==> config.mk <==
export PLATFORM = sky130hd
export DESIGN_NAME = pbl_dev_flat
export DESIGN_NICKNAME = d
export VERILOG_FILES = /design/src/rtl/pbl_pkg.sv /design/src/rtl/pbl_if.sv /design/src/rtl/pbl_dev.sv /design/src/rtl/pbl_blk_check.sv /design/src/flat_wrapper.sv
export SDC_FILE = /design/constraint.sdc
export NUM_CORES = 2
export LEC_CHECK = 0
export ABC_AREA = 1
export BUFFER_PORTS_ARGS = -buffer_cell sky130_fd_sc_hd__buf_2
export CAP_MARGIN = 30
export CORE_MARGIN = 1.5
export CORE_UTILIZATION = 55
export CTS_CLUSTER_SIZE = 12
export DETAILED_ROUTE_END_ITERATION = 8
export HOLD_SLACK_MARGIN = 0.15
export PLACE_DENSITY = 0.79
export SYNTH_ARGS = -nofsm -noshare
export SYNTH_HDL_FRONTEND = slang
export SYNTH_HIERARCHICAL = 1
export SYNTH_SLANG_ARGS = --single-unit
==> constraint.sdc <==
create_clock -name clk -period 7 [get_ports clk]
set_input_delay 0.7 -clock clk [delete_from_list [all_inputs] [get_ports clk]]
set_output_delay 0.7 -clock clk [all_outputs]
set_load 0.05 [all_outputs]
==> src/rtl/pbl_pkg.sv <==
package pbl_pkg;

  // ----------------------------------------------------------------
  // command block layout (zero-based word index from block start)
  // ----------------------------------------------------------------
  localparam int W_HDR = 0;
  localparam int W_MODE = 1;
  localparam int W_STYPE = 2;
  localparam int W_SOFF = 3;
  localparam int W_IDLE = 4;
  localparam int W_MAXT = 5;
  localparam int W_CMD = 6;
  localparam int W_BYTES = 7;
  localparam int W_DTYPE = 8;
  localparam int W_DOFF = 9;
  localparam int W_START = 10;
  localparam int W_COUNT = 11;
  localparam int W_DATA = 12;
  localparam int BLK_WORDS_MAX = 44;
  localparam int HDR_WORDS_SENT = 10;

  // ----------------------------------------------------------------
  // fixed values and limits
  // ----------------------------------------------------------------
  localparam logic [15:0] HDR_LEN_VAL = 16'h0004;
  localparam logic [15:0] CMD_LOAD = 16'he501;
  localparam logic [15:0] MT_REG = 16'h0008;
  localparam logic [15:0] MT_AIN = 16'h000a;
  localparam logic [15:0] MT_AOUT = 16'h000c;
  localparam logic [15:0] MT_DIN = 16'h0046;
  localparam logic [15:0] MT_DOUT = 16'h0048;
  localparam logic [15:0] BYTES_BASE = 16'h0004;
  localparam logic [15:0] BYTES_MAX = 16'h0044;
  localparam logic [15:0] CNT_MIN = 16'h0001;
  localparam logic [15:0] CNT_MAX = 16'h0010;
  localparam logic [16:0] PNUM_MAX = 17'h000ff;
  localparam logic [15:0] STAT_BITS = 16'h0010;
  localparam logic [15:0] PARAM_BITS = 16'h0020;
  localparam logic [15:0] CNTW_BITS = 16'h0010;

  // ----------------------------------------------------------------
  // status word values
  // ----------------------------------------------------------------
  localparam logic [15:0] ST_OK = 16'h0001;
  localparam logic [15:0] ST_BAD_HDR = 16'h0002;
  localparam logic [15:0] ST_BAD_CMD = 16'h0003;
  localparam logic [15:0] ST_BAD_TYPE = 16'h0004;
  localparam logic [15:0] ST_BAD_CNT = 16'h0005;
  localparam logic [15:0] ST_BAD_SIZE = 16'h0006;
  localparam logic [15:0] ST_BAD_RANGE = 16'h0007;
  localparam logic [15:0] ST_BAD_LEN = 16'h0008;

  // ----------------------------------------------------------------
  // host controller register map (byte addresses)
  // ----------------------------------------------------------------
  localparam logic [9:0] REG_CTRL = 10'h000;
  localparam logic [9:0] REG_STAT = 10'h004;
  localparam logic [9:0] REG_BLKPTR = 10'h008;
  localparam logic [9:0] REG_RESULT = 10'h00c;
  localparam logic [9:0] MEM_BASE = 10'h200;
  localparam int CTRL_GO_BIT = 0;
  localparam int STAT_BUSY_BIT = 0;
  localparam int STAT_FAULT_BIT = 1;
  localparam int STAT_DONE_BIT = 2;

  // area code decode helpers
  function automatic logic area_is_word(input logic [15:0] code);
    return (code == MT_REG) || (code == MT_AIN) || (code == MT_AOUT);
  endfunction

  function automatic logic area_is_bit(input logic [15:0] code);
    return (code == MT_DIN) || (code == MT_DOUT);
  endfunction

endpackage

==> src/rtl/pbl_if.sv <==
`timescale 1ns/1ps
interface pbl_if;
  logic word_valid;
  logic word_ready;
  logic word_last;
  logic [15:0] word_data;
  logic result_valid;
  logic [15:0] result_code;

  modport dev (
    input word_valid,
    input word_last,
    input word_data,
    output word_ready,
    output result_valid,
    output result_code
  );

  modport host (
    output word_valid,
    output word_last,
    output word_data,
    input word_ready,
    input result_valid,
    input result_code
  );
endinterface

==> src/rtl/pbl_dev.sv <==
`timescale 1ns/1ps
module pbl_dev
  import pbl_pkg::*;
(
  input wire logic clk,
  input wire logic rst,
  pbl_if.dev link,
  output logic store_we,
  output logic [7:0] store_num,
  output logic [31:0] store_data,
  output logic req_done,
  output logic [15:0] req_code,
  output logic stat_is_bits,
  output logic [15:0] stat_loc,
  output logic [15:0] stat_span,
  output logic data_is_bits,
  output logic [15:0] data_loc,
  output logic [15:0] data_span
);
  typedef enum logic [1:0] {
    D_RECV = 2'b00,
    D_CHECK = 2'b01,
    D_COMMIT = 2'b11,
    D_REPLY = 2'b10
  } pbl_dst_t;

  pbl_dst_t state_reg, state_next;
  logic [5:0] idx_reg, idx_next;
  logic [15:0] hdr_reg, hdr_next;
  logic [15:0] stype_reg, stype_next;
  logic [15:0] soff_reg, soff_next;
  logic [15:0] cmd_reg, cmd_next;
  logic [15:0] bytes_reg, bytes_next;
  logic [15:0] dtype_reg, dtype_next;
  logic [15:0] doff_reg, doff_next;
  logic [15:0] start_reg, start_next;
  logic [15:0] count_reg, count_next;
  logic [15:0] stage_reg [0:31];
  logic [15:0] stage_next [0:31];
  logic [4:0] k_reg, k_next;
  logic [15:0] code_reg, code_next;
  logic store_we_reg, store_we_next;
  logic [7:0] store_num_reg, store_num_next;
  logic [31:0] store_data_reg, store_data_next;
  logic [15:0] chk_code;
  logic [4:0] slot;
  logic stat_is_bits_reg, stat_is_bits_next;
  logic [15:0] stat_loc_reg, stat_loc_next;
  logic [15:0] stat_span_reg, stat_span_next;
  logic data_is_bits_reg, data_is_bits_next;
  logic [15:0] data_loc_reg, data_loc_next;
  logic [15:0] data_span_reg, data_span_next;

  pbl_blk_check u_check (
    .hdr_len(hdr_reg),
    .cmd(cmd_reg),
    .bytes(bytes_reg),
    .stype(stype_reg),
    .dtype(dtype_reg),
    .start(start_reg),
    .count(count_reg),
    .nwords(idx_reg),
    .code(chk_code)
  );

  // ----------------------------------------------------------------
  // link handshake and user outputs
  // ----------------------------------------------------------------
  assign link.word_ready = (state_reg == D_RECV);
  assign link.result_valid = (state_reg == D_REPLY);
  assign link.result_code = code_reg;
  assign req_done = (state_reg == D_REPLY);
  assign req_code = code_reg;
  assign store_we = store_we_reg;
  assign store_num = store_num_reg;
  assign store_data = store_data_reg;

  // decoded placement of status word and data
  always_comb begin
    stat_is_bits_next = area_is_bit(stype_reg);
    stat_loc_next = soff_reg + 16'h0001;
    stat_span_next = stat_is_bits_next ? STAT_BITS : 16'h0001;
    data_is_bits_next = area_is_bit(dtype_reg);
    data_loc_next = doff_reg + 16'h0001;
    if (data_is_bits_next) begin
      data_span_next = (CNTW_BITS << 1) + PARAM_BITS * count_reg;
    end else begin
      data_span_next = 16'h0002 + (count_reg << 1);
    end
  end

  // placement registers, outputs straight from flip-flops
  always_ff @(posedge clk) begin
    if (rst) begin
      stat_is_bits_reg <= 1'b0;
      stat_loc_reg <= 16'h0000;
      stat_span_reg <= 16'h0000;
      data_is_bits_reg <= 1'b0;
      data_loc_reg <= 16'h0000;
      data_span_reg <= 16'h0000;
    end else begin
      stat_is_bits_reg <= stat_is_bits_next;
      stat_loc_reg <= stat_loc_next;
      stat_span_reg <= stat_span_next;
      data_is_bits_reg <= data_is_bits_next;
      data_loc_reg <= data_loc_next;
      data_span_reg <= data_span_next;
    end
  end

  // placement outputs
  assign stat_is_bits = stat_is_bits_reg;
  assign stat_loc = stat_loc_reg;
  assign stat_span = stat_span_reg;
  assign data_is_bits = data_is_bits_reg;
  assign data_loc = data_loc_reg;
  assign data_span = data_span_reg;

  // ----------------------------------------------------------------
  // receive, check, commit, reply
  // ----------------------------------------------------------------
  always_comb begin
    state_next = state_reg;
    idx_next = idx_reg;
    hdr_next = hdr_reg;
    stype_next = stype_reg;
    soff_next = soff_reg;
    cmd_next = cmd_reg;
    bytes_next = bytes_reg;
    dtype_next = dtype_reg;
    doff_next = doff_reg;
    start_next = start_reg;
    count_next = count_reg;
    stage_next = stage_reg;
    k_next = k_reg;
    code_next = code_reg;
    store_we_next = 1'b0;
    store_num_next = store_num_reg;
    store_data_next = store_data_reg;
    slot = 5'(idx_reg - 6'(W_DATA));
    unique case (state_reg)
      D_RECV: begin
        if (link.word_valid) begin
          // words beyond the largest block are dropped but counted; the count holds at 63
          case (int'(idx_reg))
            W_HDR: hdr_next = link.word_data;
            W_STYPE: stype_next = link.word_data;
            W_SOFF: soff_next = link.word_data;
            W_CMD: cmd_next = link.word_data;
            W_BYTES: bytes_next = link.word_data;
            W_DTYPE: dtype_next = link.word_data;
            W_DOFF: doff_next = link.word_data;
            W_START: start_next = link.word_data;
            W_COUNT: count_next = link.word_data;
            default: begin
              // mode and timeout words are not kept
              if (int'(idx_reg) >= W_DATA && int'(idx_reg) < BLK_WORDS_MAX) begin
                stage_next[slot] = link.word_data;
              end
            end
          endcase
          if (idx_reg != 6'h3f) begin
            idx_next = idx_reg + 6'h01;
          end
          if (link.word_last) begin
            state_next = D_CHECK;
          end
        end
      end
      D_CHECK: begin
        code_next = chk_code;
        k_next = 5'h00;
        state_next = (chk_code == ST_OK) ? D_COMMIT : D_REPLY;
      end
      D_COMMIT: begin
        store_we_next = 1'b1;
        store_num_next = 8'(start_reg + {11'h000, k_reg});
        store_data_next = {stage_reg[{k_reg[3:0], 1'b1}],
                           stage_reg[{k_reg[3:0], 1'b0}]};
        k_next = k_reg + 5'h01;
        if ({11'h000, k_reg} == count_reg - 16'h0001) begin
          state_next = D_REPLY;
        end
      end
      D_REPLY: begin
        idx_next = 6'h00;
        state_next = D_RECV;
      end
    endcase
  end

  // state registers
  always_ff @(posedge clk) begin
    if (rst) begin
      state_reg <= D_RECV;
      idx_reg <= 6'h00;
      hdr_reg <= 16'h0000;
      stype_reg <= 16'h0000;
      soff_reg <= 16'h0000;
      cmd_reg <= 16'h0000;
      bytes_reg <= 16'h0000;
      dtype_reg <= 16'h0000;
      doff_reg <= 16'h0000;
      start_reg <= 16'h0000;
      count_reg <= 16'h0000;
      for (int i = 0; i < 32; i++) begin
        stage_reg[i] <= 16'h0000;
      end
      k_reg <= 5'h00;
      code_reg <= 16'h0000;
      store_we_reg <= 1'b0;
      store_num_reg <= 8'h00;
      store_data_reg <= 32'h0000_0000;
    end else begin
      state_reg <= state_next;
      idx_reg <= idx_next;
      hdr_reg <= hdr_next;
      stype_reg <= stype_next;
      soff_reg <= soff_next;
      cmd_reg <= cmd_next;
      bytes_reg <= bytes_next;
      dtype_reg <= dtype_next;
      doff_reg <= doff_next;
      start_reg <= start_next;
      count_reg <= count_next;
      stage_reg <= stage_next;
      k_reg <= k_next;
      code_reg <= code_next;
      store_we_reg <= store_we_next;
      store_num_reg <= store_num_next;
      store_data_reg <= store_data_next;
    end
  end
endmodule

==> src/rtl/pbl_blk_check.sv <==
`timescale 1ns/1ps
module pbl_blk_check
  import pbl_pkg::*;
(
  input wire logic [15:0] hdr_len,
  input wire logic [15:0] cmd,
  input wire logic [15:0] bytes,
  input wire logic [15:0] stype,
  input wire logic [15:0] dtype,
  input wire logic [15:0] start,
  input wire logic [15:0] count,
  input wire logic [5:0] nwords,
  output logic [15:0] code
);
  logic [16:0] last_num;
  logic [15:0] want_bytes;
  logic [15:0] want_words;

  // ----------------------------------------------------------------
  // validation in fixed priority order
  // ----------------------------------------------------------------
  always_comb begin
    last_num = {1'b0, start} + {1'b0, count} - 17'h00001;
    want_bytes = BYTES_BASE + (count << 2);
    want_words = 16'(W_DATA) + (count << 1);
    if (hdr_len != HDR_LEN_VAL) begin
      code = ST_BAD_HDR;
    end else if (cmd != CMD_LOAD) begin
      code = ST_BAD_CMD;
    end else if (!(area_is_word(stype) || area_is_bit(stype)) ||
                 !(area_is_word(dtype) || area_is_bit(dtype))) begin
      code = ST_BAD_TYPE;
    end else if (count < CNT_MIN || count > CNT_MAX) begin
      code = ST_BAD_CNT;
    end else if (bytes != want_bytes || bytes > BYTES_MAX) begin
      code = ST_BAD_SIZE;
    end else if ({1'b0, start} > PNUM_MAX || last_num > PNUM_MAX) begin
      code = ST_BAD_RANGE;
    end else if ({10'h000, nwords} != want_words) begin
      code = ST_BAD_LEN;
    end else begin
      code = ST_OK;
    end
  end
endmodule

==> src/flat_wrapper.sv <==
// flat-port wrapper written by rule: the top's interface ports become plain ports
module pbl_dev_flat import pbl_pkg::*;
  (clk, rst, store_we, store_num, store_data, req_done, req_code, stat_is_bits, stat_loc, stat_span, data_is_bits, data_loc, data_span, link_word_valid, link_word_last, link_word_data, link_word_ready, link_result_valid, link_result_code);
  pbl_if link_i ();
  input wire logic clk;
  input wire logic rst;
  output logic store_we;
  output logic [7:0] store_num;
  output logic [31:0] store_data;
  output logic req_done;
  output logic [15:0] req_code;
  output logic stat_is_bits;
  output logic [15:0] stat_loc;
  output logic [15:0] stat_span;
  output logic data_is_bits;
  output logic [15:0] data_loc;
  output logic [15:0] data_span;
  input wire logic [$bits(link_i.word_valid)-1:0] link_word_valid;
  input wire logic [$bits(link_i.word_last)-1:0] link_word_last;
  input wire logic [$bits(link_i.word_data)-1:0] link_word_data;
  output wire logic [$bits(link_i.word_ready)-1:0] link_word_ready;
  output wire logic [$bits(link_i.result_valid)-1:0] link_result_valid;
  output wire logic [$bits(link_i.result_code)-1:0] link_result_code;
  assign link_i.word_valid = link_word_valid;
  assign link_i.word_last = link_word_last;
  assign link_i.word_data = link_word_data;
  assign link_word_ready = link_i.word_ready;
  assign link_result_valid = link_i.result_valid;
  assign link_result_code = link_i.result_code;
  pbl_dev u_core (.clk(clk), .rst(rst), .link(link_i), .store_we(store_we), .store_num(store_num), .store_data(store_data), .req_done(req_done), .req_code(req_code), .stat_is_bits(stat_is_bits), .stat_loc(stat_loc), .stat_span(stat_span), .data_is_bits(data_is_bits), .data_loc(data_loc), .data_span(data_span));
endmodule
==> metrics.md <==
| Metric | Value |
|---|---|
| Area leader, netlist | `dfxtp_1` |
| VDD IR max | `a little under 0.2 mV` |
| Post-synthesis compound-gate area fraction | `a little under a fifth` |
| Status | `finished clean` |
| Top Ports | `162` |
| Via-to-Cell Ratio | `roughly 6` |
| Final period util | `54.4%` |
| Cells taking the most area after synthesis | `dfxtp_1, nand2_1, a21oi_1, nand3_1, o21ai_0` |
| Slowest CP cell | `nor2_2` |
| Max H-tree Level | `3` |
| Final hold slack | `~400 ps` |
| Max-cap viol count | `0` |
| Core area | `0.0659 mm^2` |
| Worst clock skew | `22.4 ps` |
| Vias in the first global route | `32460` |
| Clk buf depth | `3` |
| Iter 0 DRT Violations | `approximately 4600` |
| WL final | `approximately 120000 um` |
| R2r worst-path depth | `9` |
| Power per cell area | `roughly 230 mW/mm^2` |
| Clk slew on worst S/H paths | `60 ps` |
| Synthesized area | `around 0.037 mm^2` |
| Seq cells post-synth | `776` |
| Setup TNS | `0 ps` |
| Starting Density | `55.7%` |
| TritonRoute pass-1 iters | `7` |
| Final setup vio count | `0` |
| Total power | `0.00917 W` |
| Area Growth Syn to Fin | `7.32%` |
| Vias after detailed routing | `36360` |
| Hold path cells | `5` |
| Largest net degree at the start of global routing | `about 220` |
| Post-Synthesis Cells | `5194` |
| Synth Area in Simple Gates | `a little over a quarter` |
| XOR/XNOR share of the synthesized area | `0.928%` |
| Max Slew Vio Count | `0` |
| Crit-path most repeated cell | `nand2_1` |
| Max Clk Rate | `0.263 GHz` |
| Row Count | `94` |
| Startpoint Class | `flop` |
| Synth warn | `6` |
| # clock sinks | `776` |
| Slew HR | `a little under a quarter` |
| Worst-Skew Late Latency | `630 ps` |
| Critical-path cell list | `clkinv_1, ha_1, inv_1, nor2_1, nand2_1, nor2_2, nand2_1, nand2_1, a21oi_1` |
| EDFF count, synth | `0` |
| DP Area | `0.0368 mm^2` |
| FFs w/ async S/R, synth | `0%` |
| Final antenna-violating net count | `0` |
| Die Height | `261 um` |
| Post-Layout Inst Area | `a little under 0.04 mm^2` |
| PortBufs | `146` |
| Clk root buf | `clkbuf_16` |
| Worst EP required | `7470 ps` |
| Final #Nets | `approximately 5100` |
| GPL Wtd Cong | `0.986` |
| Largest family of logic cells by synthesized area | `simple AND/OR/NAND/NOR gates` |
| Type of the worst setup path | `flop to flop` |
| CTS buffer count | `82` |
| Layout cell share with drive strength beyond 1 | `7.83%` |
| Die area | `0.0682 mm^2` |
| HPWL Detailed | `66800 um` |
| Worst-margin pin slew | `1160 ps` |
| Post-CTS setup buffer count | `0` |
| Setup WS post-layout | `~3200 ps` |
| Pleak | `14.4 nW` |
| Overall Global Routing Usage | `33.1%` |
| Place WS | `3330 ps` |
| Post-synthesis adder-cell area fraction | `between 1.5 and 2%` |
| First-pass GRT wire length | `180000 um` |
| Origin of the critical flop-to-flop path | `u_core/idx_reg[2]` |
| Post-synthesis mux area share | `0.0273%` |
| Worst Hold Path EP | `u_core/state_reg[0]` |
| Routed WL per cell | `19.6 um` |
| Final hold violations | `0` |
| Worst Path Arrival | `approximately 4300 ps` |
| # hold bufs at CTS | `0` |
| Min cycle time layout | `3810 ps` |
| Max reg flops | `512` |
| Hold Path Origin | `link_word_last` |
| Library cells used by synthesis | `52` |
| Avg Cell Area, Syn | `a little over 7 um^2` |
| Max Fanout on Critical Path | `17` |
| Hold WC Path Type | `primary input to flop` |
| Setup crit end kind | `flop` |
| CTS tree | `yes` |
| Crit-path max cell delay | `~810 ps` |
| Grt total ovfl | `0` |
| Top FF cell, synth | `dfxtp_1` |
| Unrepaired setup endpoints after global routing | `no` |
| RR Endpoint | `u_core/stage_reg[87]` |
| Die width | `261 um` |
| Reg2reg setup slack | `3190 ps` |
| Initial antenna violation count | `3` |
| Synth top area share | `42.4%` |
| DRC viols | `0` |
| Post-CTS resize count | `0` |
| Register area share after synthesis | `42.4%` |
==> per-layer routing <==
| metal | vias up | part of all wire, % | global-route usage [%] |
|---|---|---|---|
| li1 | 17048 | - | - |
| met1 | 16905 | 39 | 43.1 |
| met2 | 2017 | 45 | 52.2 |
| met3 | 390 | 10 | 5.87 |
| met4 | 0 | 5.7 | 17.9 |
| met5 | - | 0 | 0 |
==> through the flow <==
step | instances | utilization, %
after floorplan | 5219 | -
after global placement | 5821 | 55.8
after detailed placement | 5822 | 55.8
after CTS | 5958 | 59.8
after global routing | 5958 | 59.8
final | 5959 | 59.8
==> power breakdown <==
part | switching (W) | internal [W]
clock network | 0.00177 | 0.00250
registers | 0.0000202 | 0.00445
logic | 0.000362 | 0.0000734
total | 0.00216 | 0.00701
==> kinds of logic (layout without fill, tap and decap cells) <==
logic type               Yosys count  in the layout
AO/OA/AOI/OAI                   1298           1298
AND/OR/NAND/NOR                 2309           2309
buffers and inverters            715            590
adder cells (fa/ha/maj)           55             55
other                              2             28
XOR/XNOR                          38             38
flip-flops                       776            776
multiplexers                       1              1
==> synthesized netlist by cell type, types with 26 or more instances <==
cell	number
nor2_1	565
xor2_1	31
nand2_1	919
clkbuf_1	234
o221ai_1	48
nor2_2	34
nand3_1	666
nand4_1	26
o22ai_1	70
ha_1	53
buf_4	93
dfxtp_1	776
buf_1	36
buf_2	75
a21oi_1	684
o21ai_0	454
inv_1	242
nor3_1	35
==> final cells by class <==
| type | instances | area, um^2 |
|---|---|---|
| multi-input combinational | 3728 | 17900 |
| clock buffer | 120 | 2390 |
| fill | 6095 | 26500 |
| timing repair buffer | 201 | 1250 |
| antenna | 1 | 2.50 |
| clock inverter | 16 | 191 |
| sequential | 776 | 15500 |
| inverter | 253 | 960 |
| tap | 864 | 1080 |
==> cell usage in the layout (no fill, tap or decap), drive strengths merged, types with 48 or more instances in the layout <==
| cell type | n |
|---|---|
| a21oi | 685 |
| buf | 201 |
| clkbuf | 120 |
| dfxtp | 776 |
| ha | 53 |
| inv | 250 |
| nand2 | 940 |
| nand3 | 670 |
| nor2 | 600 |
| o21ai | 457 |
| o221ai | 48 |
| o22ai | 70 |
==> critical path, delay by kind of cell, from the launching register on <==
kind / cells / cell delay, ps
AND/OR/NAND/NOR: 5 / 2120
adder cells (fa/ha/maj): 1 / 460
flip-flops: 1 / 520
AO/OA/AOI/OAI: 1 / 80
buffers and inverters: 2 / 440
==> worst max-delay path by stage <==
stage | startpoint | to | slack, ps
after floorplan | u_core/count_reg[0] | u_core/state_reg[0] | 4150
after global placement | u_core/idx_reg[2] | u_core/stage_reg[111] | 3400
after detailed placement | u_core/idx_reg[2] | u_core/stage_reg[97] | 3330
after CTS | u_core/idx_reg[2] | u_core/stage_reg[104] | 3300
after global routing | u_core/idx_reg[0] | u_core/stage_reg[78] | 2960
final | u_core/idx_reg[2] | u_core/stage_reg[87] | 3190
Note: power is estimated with default switching activity, not from simulation.
